--- src/hw/console_pkg.sv ---
// shared constants and carriers for the operator console block
package console_pkg;
    localparam int WORD_W = 16;
    localparam int BLOCK_WORDS = 4096;
    localparam int MAX_WORDS = 65536;
    localparam int BLOCK_BITS = 4;
    localparam int DEV_W = 6;
    localparam logic [15:0] WORD_ZERO = 16'h0000;
    localparam logic [15:0] ADDR_ONE = 16'h0001;
    // mode switch codes on the panel
    localparam logic [1:0] MODE_RUN = 2'h0;
    localparam logic [1:0] MODE_HALT = 2'h1;
    localparam logic [1:0] MODE_STEP = 2'h2;
    localparam logic [1:0] MODE_VAR = 2'h3;
    // register function switch codes
    localparam logic [2:0] SEL_A = 3'h0;
    localparam logic [2:0] SEL_B = 3'h1;
    localparam logic [2:0] SEL_X = 3'h2;
    localparam logic [2:0] SEL_P = 3'h3;
    localparam logic [2:0] SEL_MADDR = 3'h4;
    localparam logic [2:0] SEL_MDATA = 3'h5;
    localparam logic [2:0] SEL_INS1 = 3'h6;
    localparam logic [2:0] SEL_INS2 = 3'h7;
    // bootstrap source device codes
    localparam logic [5:0] DEV_KBD = 6'h02;
    localparam logic [5:0] DEV_CARD = 6'h03;
    localparam logic [5:0] DEV_TAPE = 6'h04;
    localparam logic [5:0] DEV_MAG_FIRST = 6'h0b;
    localparam logic [5:0] DEV_MAG_LAST = 6'h0e;
    typedef enum logic [4:0] {
        B_IDLE = 5'h01,
        B_HIGH = 5'h02,
        B_LOW = 5'h04,
        B_STORE = 5'h08,
        B_DONE = 5'h10
    } boot_e;
    typedef struct packed {
        logic [1:0] mode;
        logic key_normal;
        logic [2:0] reg_sel;
        logic clear_key;
        logic enter_key;
        logic digit_key;
        logic [2:0] digit;
        logic run_key;
        logic boot_key;
    } panel_s;
    typedef struct packed {
        logic [15:0] a;
        logic [15:0] b;
        logic [15:0] x;
        logic [15:0] p;
    } regs_s;
    localparam panel_s PANEL_RESET = '{mode: MODE_HALT, default: '0};
endpackage : console_pkg

--- src/hw/operator_console.sv ---
// operator console: panel, run control, memory examine and bootstrap
//
// Design decisions made here: the address-and-strobe port and the address map.
`timescale 1ns/1ps
// Operation
// fetch only in free run with no interrupt or transfer pending
// memory comes in 4096-word blocks, at most 65536 words
// unpopulated locations ignore writes and read as zero
// input from an absent bus device delivers a zero word
// output to an absent device does nothing; one bus user at a time
// loader source code: 2 keyboard, 3 cards, 4 tape, 11-14 magtape
// loader starts the medium except keyboard, skips leading zero bytes
// two bytes per word, stored from P, stop after zero word, jump to P
// checksum is the wrapping sum of all stored words
// start from P, device from X, bias from B
// selected register shown when halted, stepping or variable speed
// clear zeroes entry, digits build value, enter loads register
// register selector ignored while free running
// console display and change only with key switch at normal
// halted memory data: bare enter advances address and shows next word
// halted memory data: keyed enter writes, advances, shows next word
// first instruction view shows and edits the word at P
// second instruction view shows and edits the word after P
// run key in step mode executes one step then returns
// step and variable speed modes reserve keyset and display
// call and arm/disarm ops always run the next instruction too
// console address counter wraps from top back to zero
module operator_console #(
    parameter int MEM_BLOCKS = 16
) (
    input wire logic clock,
    input wire logic resetn,
    input console_pkg::panel_s panel,
    input console_pkg::regs_s cpu_regs,
    input wire logic irq_pending,
    input wire logic dma_pending,
    input wire logic step_done,
    input wire logic step_atomic,
    input wire logic [15:0] mem_rdata,
    input wire logic io_present,
    input wire logic io_byte_valid,
    input wire logic [7:0] io_byte,
    output logic fetch_enable,
    output logic step_go,
    output logic [15:0] display,
    output logic panel_owns_io,
    output logic reg_load,
    output logic [2:0] reg_load_sel,
    output logic [15:0] reg_load_data,
    output logic mem_rd,
    output logic mem_wr,
    output logic [15:0] mem_addr,
    output logic [15:0] mem_wdata,
    output logic [5:0] io_dev,
    output logic io_start,
    output logic io_rd,
    output logic boot_busy,
    output logic [15:0] checksum,
    output logic [15:0] boot_bias
);
    console_pkg::panel_s panel_s1;
    console_pkg::panel_s panel_s2;
    console_pkg::panel_s panel_q;
    console_pkg::boot_e boot_state;
    logic [15:0] entry;
    logic keyed;
    logic [15:0] maddr;
    logic [15:0] load_ptr;
    logic [15:0] start_addr;
    logic [7:0] high_byte;
    logic [15:0] boot_word;
    logic seen_nonzero;
    logic rd_hit;
    logic [15:0] rd_word;
    logic [15:0] view_word;
    logic clear_edge;
    logic enter_edge;
    logic digit_edge;
    logic run_edge;
    logic boot_edge;
    logic is_run;
    logic is_halt;
    logic is_step;
    logic console_on;
    logic [15:0] view_addr;
    logic [7:0] rx_byte;
    logic con_write;
    logic [15:0] con_addr;

    // memory is decoded per 4096-word block; the top nibble picks the block
    function automatic logic populated(input logic [15:0] addr);
        populated = {1'b0, addr[15:12]} < 5'(MEM_BLOCKS);
    endfunction : populated

    // two flops on every panel pin before anything looks at it
    always_ff @(posedge clock or negedge resetn)
    begin
        if (!resetn)
        begin
            panel_s1 <= console_pkg::PANEL_RESET;
            panel_s2 <= console_pkg::PANEL_RESET;
            panel_q <= console_pkg::PANEL_RESET;
        end
        else
        begin
            panel_s1 <= panel;
            panel_s2 <= panel_s1;
            panel_q <= panel_s2;
        end
    end

    // key edges and mode decode, all from the second stage onward
    assign clear_edge = panel_s2.clear_key & ~panel_q.clear_key;
    assign enter_edge = panel_s2.enter_key & ~panel_q.enter_key;
    assign digit_edge = panel_s2.digit_key & ~panel_q.digit_key;
    assign run_edge = panel_s2.run_key & ~panel_q.run_key;
    assign boot_edge = panel_s2.boot_key & ~panel_q.boot_key;
    assign is_run = panel_s2.mode == console_pkg::MODE_RUN;
    assign is_halt = panel_s2.mode == console_pkg::MODE_HALT;
    assign is_step = panel_s2.mode == console_pkg::MODE_STEP;
    // selector dead in free run and with key switch off normal
    assign console_on = panel_s2.key_normal & ~is_run & ~boot_busy;

    // memory views: data at maddr, instruction word at P or after P
    always_comb
    begin
        unique case (panel_s2.reg_sel)
            console_pkg::SEL_INS1: view_addr = cpu_regs.p;
            console_pkg::SEL_INS2:
                view_addr = cpu_regs.p + console_pkg::ADDR_ONE;
            default: view_addr = maddr;
        endcase
    end

    // unpopulated read data is forced to zero rather than trusted
    assign rd_word = rd_hit ? mem_rdata : console_pkg::WORD_ZERO;
    // an absent device answers with zeros
    assign rx_byte = io_present ? io_byte : 8'h00;
    assign boot_word = {high_byte, rx_byte};

    // keyed console write: memory data in halt, instruction views in halt or step
    always_comb
    begin
        con_write = 1'b0;
        con_addr = view_addr;
        if (console_on && enter_edge && keyed)
        begin
            if (panel_s2.reg_sel == console_pkg::SEL_MDATA)
                con_write = is_halt;
            else if (panel_s2.reg_sel == console_pkg::SEL_INS1 ||
                     panel_s2.reg_sel == console_pkg::SEL_INS2)
                con_write = is_halt | is_step;
        end
    end

    // entry value: clear zeroes it, each octal digit shifts in
    always_ff @(posedge clock or negedge resetn)
    begin
        if (!resetn)
        begin
            entry <= console_pkg::WORD_ZERO;
            keyed <= 1'b0;
        end
        else if (console_on && clear_edge)
        begin
            entry <= console_pkg::WORD_ZERO;
            keyed <= 1'b1;
        end
        else if (console_on && digit_edge)
        begin
            entry <= {entry[12:0], panel_s2.digit};
            keyed <= 1'b1;
        end
        else if (console_on && enter_edge)
            keyed <= 1'b0;
    end

    // console address counter; plain 16-bit add wraps at the top
    always_ff @(posedge clock or negedge resetn)
    begin
        if (!resetn)
            maddr <= console_pkg::WORD_ZERO;
        else if (console_on && enter_edge)
        begin
            if (panel_s2.reg_sel == console_pkg::SEL_MADDR && keyed)
                maddr <= entry;
            else if (panel_s2.reg_sel == console_pkg::SEL_MDATA && is_halt)
                maddr <= maddr + console_pkg::ADDR_ONE;
        end
    end

    // register loads come from the enter key or the end of a bootstrap
    always_ff @(posedge clock or negedge resetn)
    begin
        if (!resetn)
        begin
            reg_load <= 1'b0;
            reg_load_sel <= console_pkg::SEL_A;
            reg_load_data <= console_pkg::WORD_ZERO;
        end
        else if (boot_state == console_pkg::B_DONE)
        begin
            reg_load <= 1'b1;
            reg_load_sel <= console_pkg::SEL_P;
            reg_load_data <= start_addr;
        end
        else
        begin
            reg_load <= console_on && enter_edge && keyed &&
                panel_s2.reg_sel < console_pkg::SEL_MADDR;
            reg_load_sel <= panel_s2.reg_sel;
            reg_load_data <= entry;
        end
    end

    // one memory port: loader store wins, then console write, then refresh
    always_ff @(posedge clock or negedge resetn)
    begin
        if (!resetn)
        begin
            mem_rd <= 1'b0;
            mem_wr <= 1'b0;
            mem_addr <= console_pkg::WORD_ZERO;
            mem_wdata <= console_pkg::WORD_ZERO;
            rd_hit <= 1'b0;
        end
        else
        begin
            rd_hit <= mem_rd && populated(mem_addr);
            if (boot_state == console_pkg::B_STORE)
            begin
                mem_rd <= 1'b0;
                mem_wr <= populated(load_ptr);
                mem_addr <= load_ptr;
                mem_wdata <= boot_word;
            end
            else if (con_write)
            begin
                mem_rd <= 1'b0;
                mem_wr <= populated(con_addr);
                mem_addr <= con_addr;
                mem_wdata <= entry;
            end
            else
            begin
                // free reads keep the memory views current
                mem_rd <= ~boot_busy;
                mem_wr <= 1'b0;
                mem_addr <= view_addr;
            end
        end
    end

    // latest word seen through the memory views
    always_ff @(posedge clock or negedge resetn)
    begin
        if (!resetn)
            view_word <= console_pkg::WORD_ZERO;
        else
            view_word <= rd_word;
    end

    // display follows the selector outside free run with key at normal and no bootstrap busy; blank otherwise
    always_ff @(posedge clock or negedge resetn)
    begin
        if (!resetn)
            display <= console_pkg::WORD_ZERO;
        else if (!console_on)
            display <= console_pkg::WORD_ZERO;
        else
        begin
            unique case (panel_s2.reg_sel)
                console_pkg::SEL_A: display <= cpu_regs.a;
                console_pkg::SEL_B: display <= cpu_regs.b;
                console_pkg::SEL_X: display <= cpu_regs.x;
                console_pkg::SEL_P: display <= cpu_regs.p;
                console_pkg::SEL_MADDR: display <= maddr;
                default: display <= view_word;
            endcase
        end
    end

    // run control: call and arm/disarm ops hold the fetch open once more
    always_ff @(posedge clock or negedge resetn)
    begin
        if (!resetn)
        begin
            fetch_enable <= 1'b0;
            step_go <= 1'b0;
            panel_owns_io <= 1'b0;
        end
        else
        begin
            fetch_enable <= ~boot_busy & (step_atomic |
                (is_run & ~irq_pending & ~dma_pending));
            step_go <= (is_step && panel_s2.key_normal && run_edge) ||
                (step_done && step_atomic);
            panel_owns_io <= is_step |
                (panel_s2.mode == console_pkg::MODE_VAR);
        end
    end

    // bootstrap loader state
    always_ff @(posedge clock or negedge resetn)
    begin
        if (!resetn)
        begin
            boot_state <= console_pkg::B_IDLE;
            boot_busy <= 1'b0;
            io_dev <= console_pkg::DEV_KBD;
            io_start <= 1'b0;
            io_rd <= 1'b0;
            load_ptr <= console_pkg::WORD_ZERO;
            start_addr <= console_pkg::WORD_ZERO;
            boot_bias <= console_pkg::WORD_ZERO;
            checksum <= console_pkg::WORD_ZERO;
            high_byte <= 8'h00;
            seen_nonzero <= 1'b0;
        end
        else
        begin
            io_start <= 1'b0;
            unique case (boot_state)
                console_pkg::B_IDLE:
                    if (boot_edge && is_halt && panel_s2.key_normal)
                    begin
                        load_ptr <= cpu_regs.p;
                        start_addr <= cpu_regs.p;
                        io_dev <= cpu_regs.x[5:0];
                        boot_bias <= cpu_regs.b;
                        checksum <= console_pkg::WORD_ZERO;
                        seen_nonzero <= 1'b0;
                        boot_busy <= 1'b1;
                        io_rd <= 1'b1;
                        // keyboard needs no start; absent device gets none
                        io_start <= io_present &&
                            cpu_regs.x[5:0] != console_pkg::DEV_KBD;
                        boot_state <= console_pkg::B_HIGH;
                    end
                console_pkg::B_HIGH:
                    if (io_byte_valid)
                    begin
                        if (seen_nonzero || rx_byte != 8'h00)
                        begin
                            high_byte <= rx_byte;
                            seen_nonzero <= 1'b1;
                            boot_state <= console_pkg::B_LOW;
                        end
                    end
                console_pkg::B_LOW:
                    if (io_byte_valid)
                        boot_state <= console_pkg::B_STORE;
                console_pkg::B_STORE:
                begin
                    checksum <= checksum + boot_word;
                    load_ptr <= load_ptr + console_pkg::ADDR_ONE;
                    if (boot_word == console_pkg::WORD_ZERO)
                    begin
                        io_rd <= 1'b0;
                        boot_state <= console_pkg::B_DONE;
                    end
                    else
                        boot_state <= console_pkg::B_HIGH;
                end
                console_pkg::B_DONE:
                begin
                    boot_busy <= 1'b0;
                    boot_state <= console_pkg::B_IDLE;
                end
                default: boot_state <= console_pkg::B_IDLE;
            endcase
        end
    end
endmodule : operator_console

--- config.mk ---
export PLATFORM = sky130hd
export DESIGN_NAME = operator_console
export DESIGN_NICKNAME = d
export VERILOG_FILES = /design/src/hw/console_pkg.sv /design/src/hw/operator_console.sv
export SDC_FILE = /design/constraint.sdc
export NUM_CORES = 1
export LEC_CHECK = 0
export BUFFER_PORTS_ARGS = -buffer_cell sky130_fd_sc_hd__buf_2
export CELL_PAD_IN_SITES_DETAIL_PLACEMENT = 0
export CELL_PAD_IN_SITES_GLOBAL_PLACEMENT = 2
export CORE_UTILIZATION = 31
export DETAILED_ROUTE_END_ITERATION = 10
export MAX_ROUTING_LAYER = met4
export PLACE_DENSITY = 0.75
export SETUP_SLACK_MARGIN = 0.05
export SYNTH_ARGS = -nofsm -noshare
export SYNTH_HDL_FRONTEND = slang
export SYNTH_SLANG_ARGS = --single-unit
--- constraint.sdc ---
create_clock -name clock -period 2.4 [get_ports clock]
set_input_delay 0.72 -clock clock [delete_from_list [all_inputs] [get_ports clock]]
set_output_delay 0.72 -clock clock [all_outputs]
set_load 0.02 [all_outputs]
==> flow_metrics.tcl, run 1 <==
set metrics [dict create \
    avgViaCountPerCell 5.06 \
    place_congestion 0.833 \
    antenna_found_initial 3 \
    vias 9846 \
    seq_area_frac_synth_pct 53.7 \
    cts_sinks 243 \
    dp_slack_ns -0.463 \
    rsz0062_at_grt "yes" \
    skew_ns 0.0108 \
    crit_path_max_fanout 2 \
    p_per_area_mw_per_mm2 1050 \
    violations "design-rule violations" \
    drive_gt1_share_pct 29.9 \
    grt_remaining_overflow 0 \
    routedWlPerCell_um 20.1 \
    track_usage_pct 21.5 \
    cts_made_buffers 29 \
    r2r_setup_slack_ns 0.10 \
    critPathCaptureType "register" \
    wl_um 39100 \
    dieArea_mm2 0.0373 \
    std_cell_rows 69 \
    ys_async_sr_fraction_pct 100 \
    insertion_delay_ns 0.58 \
    worstRegToRegCells 11 \
    hold_ws_ns 0.246 \
    finalInstanceArea_mm2 0.0147 \
    grt_pass1_vias 9631 \
    io_pins 224 \
    post-route-period-util_pct 95.7 \
    die_w_um 193 \
    setup_ws_ns 0.103 \
    grt_max_degree 58 \
    hpwl_um 28900 \
    crit-reg2reg-launch "checksum[0]" \
    syn_area_mm2 0.0113 \
    p_total_w 0.0155 \
    clk_pin_slew_ns 0.06 \
    drc 8 \
    first_pass_iters 8 \
    fillCellCount 3600 \
    synth_fp_nets 1318 \
    fmax_mhz 435 \
    port-buffer-count 223 \
    status "complete, but fails checks" \
    syn_avg_cell_area_um2 9.57 \
    nets 1592 \
    cts-htree-levels 1 \
    irDropWorstVdd_uv 589 \
    ctsLongestPathBuffers 3 \
    multi_input_area_mm2 0.00500 \
    netlist-cell-type-count 72 \
    ys_warn_count 0 \
    cp.arrival_ns 2.75 \
    startpoint_type "register" \
    rr_endpoint "checksum[12]" \
    ys.flop_type "dfrtp_1" \
    synth_edf_count 0 \
    placed_area_mm2 0.0135 \
    syn_to_final_growth_pct 29.7 \
    min_path_type "in2reg" \
    hold_viol 0 \
    whs_endpoint "panel_s1[12]" \
    tightest_slew_ns 0.863 \
    relSlewSlack_pct 42.2 \
    min-delay-start "panel[12]" \
    coreArea_mm2 0.0357 \
    power_leakage_nw 7.00 \
    max_cap_viol_count 0 \
    worst_ep_required_time_ns 2.86 \
    drt_iter0_drc 701 \
    start_util_pct 31.7 \
    setup-violations-final 0 \
    clock-root-buffer "clkbuf_16" \
    grt_first_pass_wirelength_um 59800 \
    drv_slew 0 \
    crit_type "reg2reg" \
    cts_tree "yes" \
    ant_nets 0 \
    period_needed_ns 2.30 \
    min_path_cells 1 \
    regArea_mm2 0.00609 \
    fp.dieH_um 193 \
    syn_inst 1185 \
    ys_ff_latch 243 \
]
-- power by group --
| group | leakage, nW | internal [W] | switching, W |
|---|---|---|---|
| clock | 0.503 | 0.00291 | 0.00183 |
| combinational | 3.47 | 0.00187 | 0.00270 |
| sequential | 3.03 | 0.00520 | 0.000991 |
-- sequential cells by signal (all words and copies together) (netlist names), 6 cells and up --
signal / cells
panel_s1: 14
panel_s2: 14
view_word: 16
load_ptr: 16
reg_load_data: 16
entry: 16
checksum: 16
io_dev: 6
boot_bias: 16
start_addr: 16
high_byte: 8
maddr: 16
mem_wdata: 16
mem_addr: 16
display: 16
-- worst max-delay path, stage by stage (launching register included) --
cell      delay (ns)
dfrtp_1         0.42
ha_4            0.18
inv_2           0.05
fa_2            0.24
nor2b_4         0.05
o31a_4          0.29
o211ai_4        0.18
a21oi_2         0.08
or3_4           0.33
a21oi_2         0.13
xor2_1          0.15
o21ai_1         0.07
-- cells in the final DEF (no fill, tap or decap), types with 5 or more instances in the layout --
cell type and instances:
inv_1 24, nand4_1 10, a22oi_1 32, buf_2 221, ha_4 7, a22o_1 14, nand3_1 34, and2_1 20
nor4_1 5, o21ai_1 22, a211oi_1 19, bufinv_16 5, nor3_1 11, mux2_2 31, o22ai_1 6, a21oi_1 67
nand2_1 219, clkbuf_16 29, o211ai_1 6, a21oi_2 5, xor2_1 13, ha_1 14, clkbuf_8 5, a21o_1 5
or3_1 7, nor2_1 123, buf_4 82, dfrtp_1 239, buf_12 7, clkbuf_1 5, xnor2_1 9, a31oi_1 16
nand2b_1 5, o21ai_0 59, and3_1 12, clkinv_2 6
-- layer usage --
layer  GRT usage, %  share of wire, %  up-vias
li1               -                 -     4683
met1           28.8                45     4841
met2           33.5                47      254
met3           3.28               4.4       68
met4           6.40               2.8        0
met5              -                 0        -
-- repair_timing --
action	CTS	global route
gates resized for setup	0	21
setup endpoints to repair	1	27
setup buffers	1	5
hold endpoints to repair	1	0
pin swaps	1	10
hold buffers	1	0
-- per-stage QoR --
| step | instances | util, % | setup TNS, ns |
|---|---|---|---|
| detailed placement | 1882 | 37.8 | -2.73 |
| floorplan | 1185 | - | -1.15 |
| global route | 1944 | 41.1 | -0.0372 |
| global placement | 1882 | 37.8 | -2.53 |
| finish | 1944 | 41.1 | 0 |
| CTS | 1936 | 40.7 | 0 |
-- cell type report --
class / instances / area share (%)
tap: 461 / 3.92
timing repair buffer: 314 / 13.0
inverter: 27 / 0.689
clock inverter: 13 / 1.41
sequential: 243 / 41.4
antenna: 3 / 0.0511
clock buffer: 39 / 5.53
multi-input combinational: 844 / 34.0
-- synthesized netlist by cell type, types with 3 or more instances --
cell type  number  area [um^2]
o211ai_1        6         45.0
and3_1         12         75.1
nor2b_1         4         25.0
o21ai_0        62          310
o21ai_1        20          100
a21o_1          5         37.5
nor3_1         12         60.1
xor2_1         13          114
ha_1           22          275
a21oi_1        70          350
or3_1           8         50.1
o32ai_1         3         26.3
clkbuf_1       40          150
nor4_1          5         31.3
nand4_1        10         62.6
nor2_1        125          469
nand2_1       223          837
xnor2_1         9         78.8
mux2i_1         4         40.0
dfrtp_1       239         5980
a31oi_1        16          100
dfstp_2         4          105
and2_1         20          125
buf_4           3         22.5
o22ai_1         6         37.5
inv_1          27          101
buf_2          20          100
mux2_2         31          349
a211oi_1       19          143
a22oi_1        32          240
buf_1           6         22.5
nand3_1        34          170
nand3b_1        4         30.0
o21ai_2         3         26.3
a22o_1         14          123
nand2b_1        5         31.3
-- worst max-delay path by stage --
stage	from	endpoint	slack (ns)	cells after the start
after floorplan	io_present	checksum[12]	-0.33	14
after global placement	io_present	checksum[12]	-0.45	14
after detailed placement	io_present	checksum[12]	-0.46	14
after CTS	panel_s2[13]	entry[15]	0.05	7
after global routing	io_present	checksum[15]	-0.02	14
final	checksum[0]	checksum[12]	0.10	11
-- cells by family (layout without fill, tap and decap cells) --
family / after synthesis / count (layout) / share of synthesized area [%]
compound gates: 283 / 283 / 15.9
other cells: 0 / 3 / 0
mux: 35 / 35 / 3.43
flops: 243 / 243 / 53.7
buf+inv: 98 / 393 / 3.70
xor+xnor: 22 / 22 / 1.70
simple gates: 481 / 481 / 19.0
fa+ha+maj: 23 / 23 / 2.60
No activity file was read; power rests on OpenSTA's default activity.
==> inputs of run 2 (changes only) <==
CORE_UTILIZATION = 34   (was 31)
CTS_CLUSTER_SIZE = 25   (was not set)
PLACE_DENSITY = 0.78   (was 0.75)
TNS_END_PERCENT = 20   (was not set)
clock period = 2.25 ns   (was 2.4 ns; I/O delays follow)
==> run 2 against run 1 <==
  * The run ends with negative setup slack left
  * Routed wire length shrank 2.9%
  * Register-to-register slack lost 0.15 ns
  * Clock skew up 0.0038 ns
  * Fmax barely moved
  * Via count down 0.52%
  * Worst setup slack got worse by 0.15 ns
  * Sequential share of layout area is 0.099 points higher
  * Combinational power up 5.7%
  * Final area fell by 0.24%
  * Sequential power up 6.1%
  * Largest power group unchanged
==> flow_metrics.tcl, run 2 (same netlist as run 1, synthesis figures left out) <==
set metrics [dict create \
    cts_tree "yes" \
    tightest_slew_ns 1.04 \
    antenna_found_initial 1 \
    port-buffer-count 223 \
    post-route-period-util_pct 102 \
    period_needed_ns 2.30 \
    setup-violations-final 1 \
    die_w_um 185 \
    std_cell_rows 66 \
    seqPwrFrac_pct 40.8 \
    pwr-share-comb_pct 29.9 \
    rr_endpoint "checksum[12]" \
    p_clk_share_pct 29.3 \
    drt_iter0_drc 844 \
    io_pins 224 \
    grt_pass1_vias 9438 \
    violations "negative setup slack" \
    cp_slowest_cell "dfrtp_1" \
    hpwl_um 28000 \
    rsz0062_at_grt "yes" \
    coreArea_mm2 0.0327 \
    fp.dieH_um 185 \
    max_cap_viol_count 0 \
    p_total_w 0.0161 \
    dieArea_mm2 0.0341 \
    final_cell_mix "239 x dfrtp_1, 222 x nand2_1, 221 x buf_2" \
    ctsLongestPathBuffers 3 \
    crit_path_frequent_cell "a21oi_2" \
    nets 1601 \
    r2r_setup_slack_ns -0.05 \
    power_leakage_nw 7.04 \
    crit_type "reg2reg" \
    syn_to_final_growth_pct 29.3 \
    grt_max_degree 54 \
    status "complete, but fails checks" \
    fillCellCount 3262 \
    place_congestion 0.913 \
    setup_ws_ns -0.0458 \
    p_int_w 0.0103 \
    vias 9795 \
    p_per_area_mw_per_mm2 1100 \
    routedWlPerCell_um 19.6 \
    skew_ns 0.0146 \
    min_path_type "in2async" \
    clk_pin_slew_ns 0.06 \
    crit_path_max_fanout 2 \
    crit-reg2reg-launch "checksum[0]" \
    crit_chain "ha_4, inv_2, fa_2, nor2b_4, o31a_4, o211ai_4, a21oi_2, or3_1, a21oi_2, xor2_1, o21ai_1" \
    cts_sinks 243 \
    swShare_pct 36.0 \
    irDropWorstVdd_uv 643 \
    hold_viol 0 \
    place_inst 1875 \
    track_usage_pct 22.8 \
    fmax_mhz 436 \
    cp.arrival_ns 2.73 \
    worstRegToRegCells 11 \
    start_util_pct 34.7 \
    grt_first_pass_wirelength_um 57100 \
    cts_made_buffers 29 \
    insertion_delay_ns 0.57 \
    avgViaCountPerCell 5.06 \
    worst_ep_required_time_ns 2.69 \
    layout.cells.most_common "dfrtp_1" \
    finalNonFillerCells 1934 \
    critPathCaptureType "register" \
    wl_um 38000 \
    first_pass_iters 5 \
    drive_gt1_share_pct 29.6 \
    startpoint_type "register" \
    cts-htree-levels 1 \
    clock-root-buffer "clkbuf_16" \
    p_sw_w 0.00580 \
    grt_remaining_overflow 0 \
    critPathMaxStageDelay_ns 0.41 \
    ant_nets 0 \
    relSlewSlack_pct 30.8 \
    drv_slew 0 \
    drc 0 \
]
run 2: changes by cell type in the layout (fill, tap and decap cells not counted), sizes merged:
cell         before  now
bufinv            5    2
diode             3    1
buf             312  322
inv              28   29
clkbuf           40   46
clkinvlp          1    0
clkinv            6    5
dlygate4sd3       1    0
run 2: cell type report:
cell class	count	area (um^2)	share of cell area (%)
antenna	1	2.50	0.0171
clock buffer	45	836	5.70
clock inverter	9	116	0.793
inverter	27	101	0.691
multi-input combinational	844	4960	33.8
sequential	243	6090	41.5
tap	442	553	3.77
timing repair buffer	323	2020	13.8
run 2: worst max-delay path by stage:
stage                           start           end  slack (ns)
final                     checksum[0]  checksum[12]       -0.05
after detailed placement   io_present  checksum[12]       -0.60
after floorplan            io_present  checksum[12]       -0.43
after global routing      checksum[0]  checksum[12]       -0.18
after CTS                 checksum[0]  checksum[12]       -0.04
after global placement     io_present  checksum[12]       -0.56
run 2: routing by layer:
| metal | global-route usage (%) | up-vias | share of wire [%] |
|---|---|---|---|
| li1 | - | 4693 | - |
| met5 | - | - | 0 |
| met2 | 34.9 | 248 | 47 |
| met1 | 31.5 | 4788 | 46 |
| met3 | 2.83 | 66 | 4.6 |
| met4 | 6.71 | 0 | 3.0 |
run 2: per-stage QoR:
stage	instance area, um^2	setup TNS, ns	utilization (%)	worst slack, ns	hold WS [ns]
floorplan	11400	-2.03	-	-0.432	0.331
global placement	13600	-3.67	41.6	-0.562	0.332
detailed placement	13600	-4.77	41.6	-0.596	0.336
CTS	14600	-0.0433	44.6	-0.0433	0.0448
global route	14700	-0.437	44.9	-0.181	0.0591
finish	14700	-0.0458	44.9	-0.0458	0.0425
run 2: power by group through the flow:
| stage | clock network (W) | registers, W | logic, W |
|---|---|---|---|
| after CTS | 0.00482 | 0.00657 | 0.00481 |
| after floorplan | 0 | 0.00705 | 0.00227 |
| final | 0.00473 | 0.00657 | 0.00482 |
| after global placement | 0 | 0.00661 | 0.00474 |
| after global routing | 0.00499 | 0.00671 | 0.00536 |
| after detailed placement | 0 | 0.00663 | 0.00477 |
run 2: repair_timing:
item,in CTS,in global routing
setup endpoints to repair,20,71
hold buffers,0,0
pin swaps,7,11
buffers inserted,1,3
gates resized for setup,6,9
run 2: worst max-delay path: cells and delay by family (launching register included):
family                     cells  cell delay [ns]
AOI/OAI and AO/OA              5             0.76
adders and majority gates      2             0.41
DFF                            1             0.41
and+or+nand+nor                2             0.37
xor gates and xnor gates       1             0.15
buffers and inverters          1             0.05
==> inputs of run 3 (changes only) <==
--- a/config.mk
+++ b/config.mk
@@ -9,9 +9,9 @@
 export CELL_PAD_IN_SITES_DETAIL_PLACEMENT = 0
 export CELL_PAD_IN_SITES_GLOBAL_PLACEMENT = 2
-export CORE_UTILIZATION = 34
+export CORE_UTILIZATION = 31
 export CTS_CLUSTER_SIZE = 25
 export DETAILED_ROUTE_END_ITERATION = 10
 export MAX_ROUTING_LAYER = met4
-export PLACE_DENSITY = 0.78
+export PLACE_DENSITY = 0.75
 export SETUP_SLACK_MARGIN = 0.05
 export SYNTH_ARGS = -nofsm -noshare
==> constraint.sdc (replaced) <==
create_clock -name clock -period 2 [get_ports clock]
set_input_delay 0.1 -clock clock [delete_from_list [all_inputs] [get_ports clock]]
set_output_delay 0.1 -clock clock [all_outputs]
set_load 0.02 [all_outputs]
==> run 3 against run 2 <==
  * Critical path type unchanged
  * Routed wire length increased by 8.8%
  * Count of clock-buffer cells in the layout decreased by 12
  * Die area increased by 9.6%
  * Sequential power increased by 13%
  * Flip-flop and latch count unchanged
  * Clock power increased by 21%
  * The run ends with design-rule violations, negative setup slack left
==> flow_metrics.tcl, run 3 (same netlist as run 1, synthesis figures left out) <==
set metrics [dict create \
    crit_path_max_fanout 2 \
    fp.dieH_um 193 \
    regArea_mm2 0.00609 \
    nets 1756 \
    io_pins 224 \
    critPathMaxStageDelay_ns 0.42 \
    utilization_pct 46.5 \
    first_pass_iters 11 \
    place_inst 1929 \
    cp_top_family "compound AO/OA/AOI/OAI gates" \
    post-route-period-util_pct 113 \
    drv_slew 0 \
    worst-path-buf-inv 1 \
    cp.arrival_ns 2.69 \
    relSlewSlack_pct 48.7 \
    status "complete, but fails checks" \
    irDropWorstVdd_uv 705 \
    insertion_delay_ns 0.57 \
    std_cell_rows 69 \
    final_cell_mix "235 x dfrtp_1, 222 x buf_2, 218 x nand2_1" \
    wl_um 41300 \
    power_leakage_nw 7.86 \
    antenna_found_initial 2 \
    cts-htree-levels 1 \
    fmax_mhz 442 \
    crit_type "reg2reg" \
    met3_length_um 1670 \
    grt_first_pass_wirelength_um 63600 \
    start_util_pct 31.7 \
    setup-violations-final 25 \
    max_cap_viol_count 0 \
    routedLengthMet1_um 18600 \
    p_per_area_mw_per_mm2 1170 \
    drive_gt1_share_pct 34.2 \
    clk_pin_slew_ns 0.06 \
    hold_viol 0 \
    grt_remaining_overflow 0 \
    clock-root-buffer "clkbuf_16" \
    finalNonFillerCells 2106 \
    period_needed_ns 2.26 \
    cts_made_buffers 29 \
    cts_sinks 243 \
    cp_slowest_cell "dfrtp_2" \
    avgViaCountPerCell 4.99 \
    critPathCaptureType "register" \
    tightest_slew_ns 0.766 \
    track_usage_pct 22.7 \
    startpoint_type "register" \
    grt_max_degree 58 \
    drc 11 \
    cts_tree "yes" \
    coreArea_mm2 0.0357 \
    multi_input_area_mm2 0.00519 \
    hpwl_um 29600 \
    worst_ep_required_time_ns 2.43 \
    fillCellCount 3415 \
    violations "design-rule violations, negative setup slack" \
    rsz0062_at_grt "yes" \
    layout.cells.most_common "dfrtp_1" \
    grt_pass1_vias 10600 \
    place_congestion 0.861 \
    ctsLongestPathBuffers 3 \
    die_w_um 193 \
    syn_to_final_growth_pct 46.5 \
    skew_ns 0.0179 \
    highest_layer "met4" \
    crit_path_frequent_cell "a21oi_2" \
    ant_nets 0 \
    min_path_type "in2reg" \
    dieArea_mm2 0.0373 \
    vias 10500 \
    drt_iter0_drc 675 \
    port-buffer-count 223 \
    setup_ws_ns -0.261 \
    routedWlPerCell_um 19.6 \
    crit_chain "ha_4, inv_2, fa_2, nor2b_4, o31a_4, o211ai_2, a21oi_2, or3_1, a21oi_2, xor2_1, o21ai_1" \
    wl_met2_um 19400 \
]
[run 3: changes by cell type in the layout (fill, tap and decap cells not counted), moves of 5 or more]
cell,before,now
a21oi_1,68,55
a21oi_2,4,17
buf_12,11,16
buf_4,89,127
buf_6,0,13
clkbuf_1,11,1
dlygate4sd3_1,0,94
nand2_2,0,5
nor2_1,121,101
nor2_2,3,13
nor2_4,2,12
o21ai_0,61,50
o21ai_1,20,28
[run 3: worst paths after layout]
path / to / slack [ns] / depth (start not counted) / from
setup / recovery: checksum[12] / -0.26 / 11 / checksum[0]
hold / removal: display[8] / 0.02 / 5 / cpu_regs[56]
setup reg to reg: checksum[12] / -0.26 / 11 / checksum[0]
hold reg to reg: panel_s2[5] / 0.35 / 0 / panel_s1[5]
max in group asynchronous: entry[4] / 1.18 / 3 / resetn
min in group asynchronous: boot_bias[5] / 0.06 / 2 / resetn
[run 3: metal layers]
layer	global-route usage, %	up-vias
met5	-	-
met4	7.97	0
met3	2.89	90
met2	35.7	258
met1	30.1	5150
li1	-	5013
[run 3: cell type report]
class / instances / share of cell area (%)
clock buffer: 33 / 4.64
timing repair buffer: 478 / 21.7
clock inverter: 19 / 1.61
multi-input combinational: 844 / 31.3
tap: 461 / 3.47
inverter: 27 / 0.610
sequential: 243 / 36.7
antenna: 1 / 0.0151
[run 3: per-stage QoR]
| step | instance area [um^2] | setup slack, ns | setup TNS [ns] | total power [W] | hold slack, ns |
|---|---|---|---|---|---|
| 2_1_floorplan | 11400 | -0.280 | -1.74 | 0.0105 | -0.196 |
| 3_3_place_gp | 13900 | -0.283 | -3.40 | 0.0131 | 0.0717 |
| 3_5_place_dp | 13900 | -0.286 | -5.04 | 0.0131 | 0.0775 |
| 4_1_cts | 16300 | -0.252 | -2.67 | 0.0192 | 0.000807 |
| 5_1_grt | 16600 | -0.419 | -6.39 | 0.0205 | 0.0355 |
| 6_report | 16600 | -0.261 | -2.89 | 0.0194 | 0.0208 |
[run 3: what timing repair did]
item | in CTS | in global routing
hold buffers | 94 | 0
pin swaps | 15 | 23
resized for setup | 35 | 83
setup buffers | 20 | 10
cloned | 4 | 1
endpoints found under the setup margin | 111 | 114
endpoints found under the hold margin | 319 | 0
[run 3: power by group]
group | switching (W) | internal (W)
combinational | 0.00346 | 0.00280
clock | 0.00218 | 0.00354
sequential | 0.00120 | 0.00625
total | 0.00684 | 0.0126
[run 3: tightest hold or removal path, stage by stage]
cell and delay [ns]:
buf_2 0.08, a22oi_1 0.08, nor2_1 0.12, a211oi_1 0.06, nor2_1 0.09
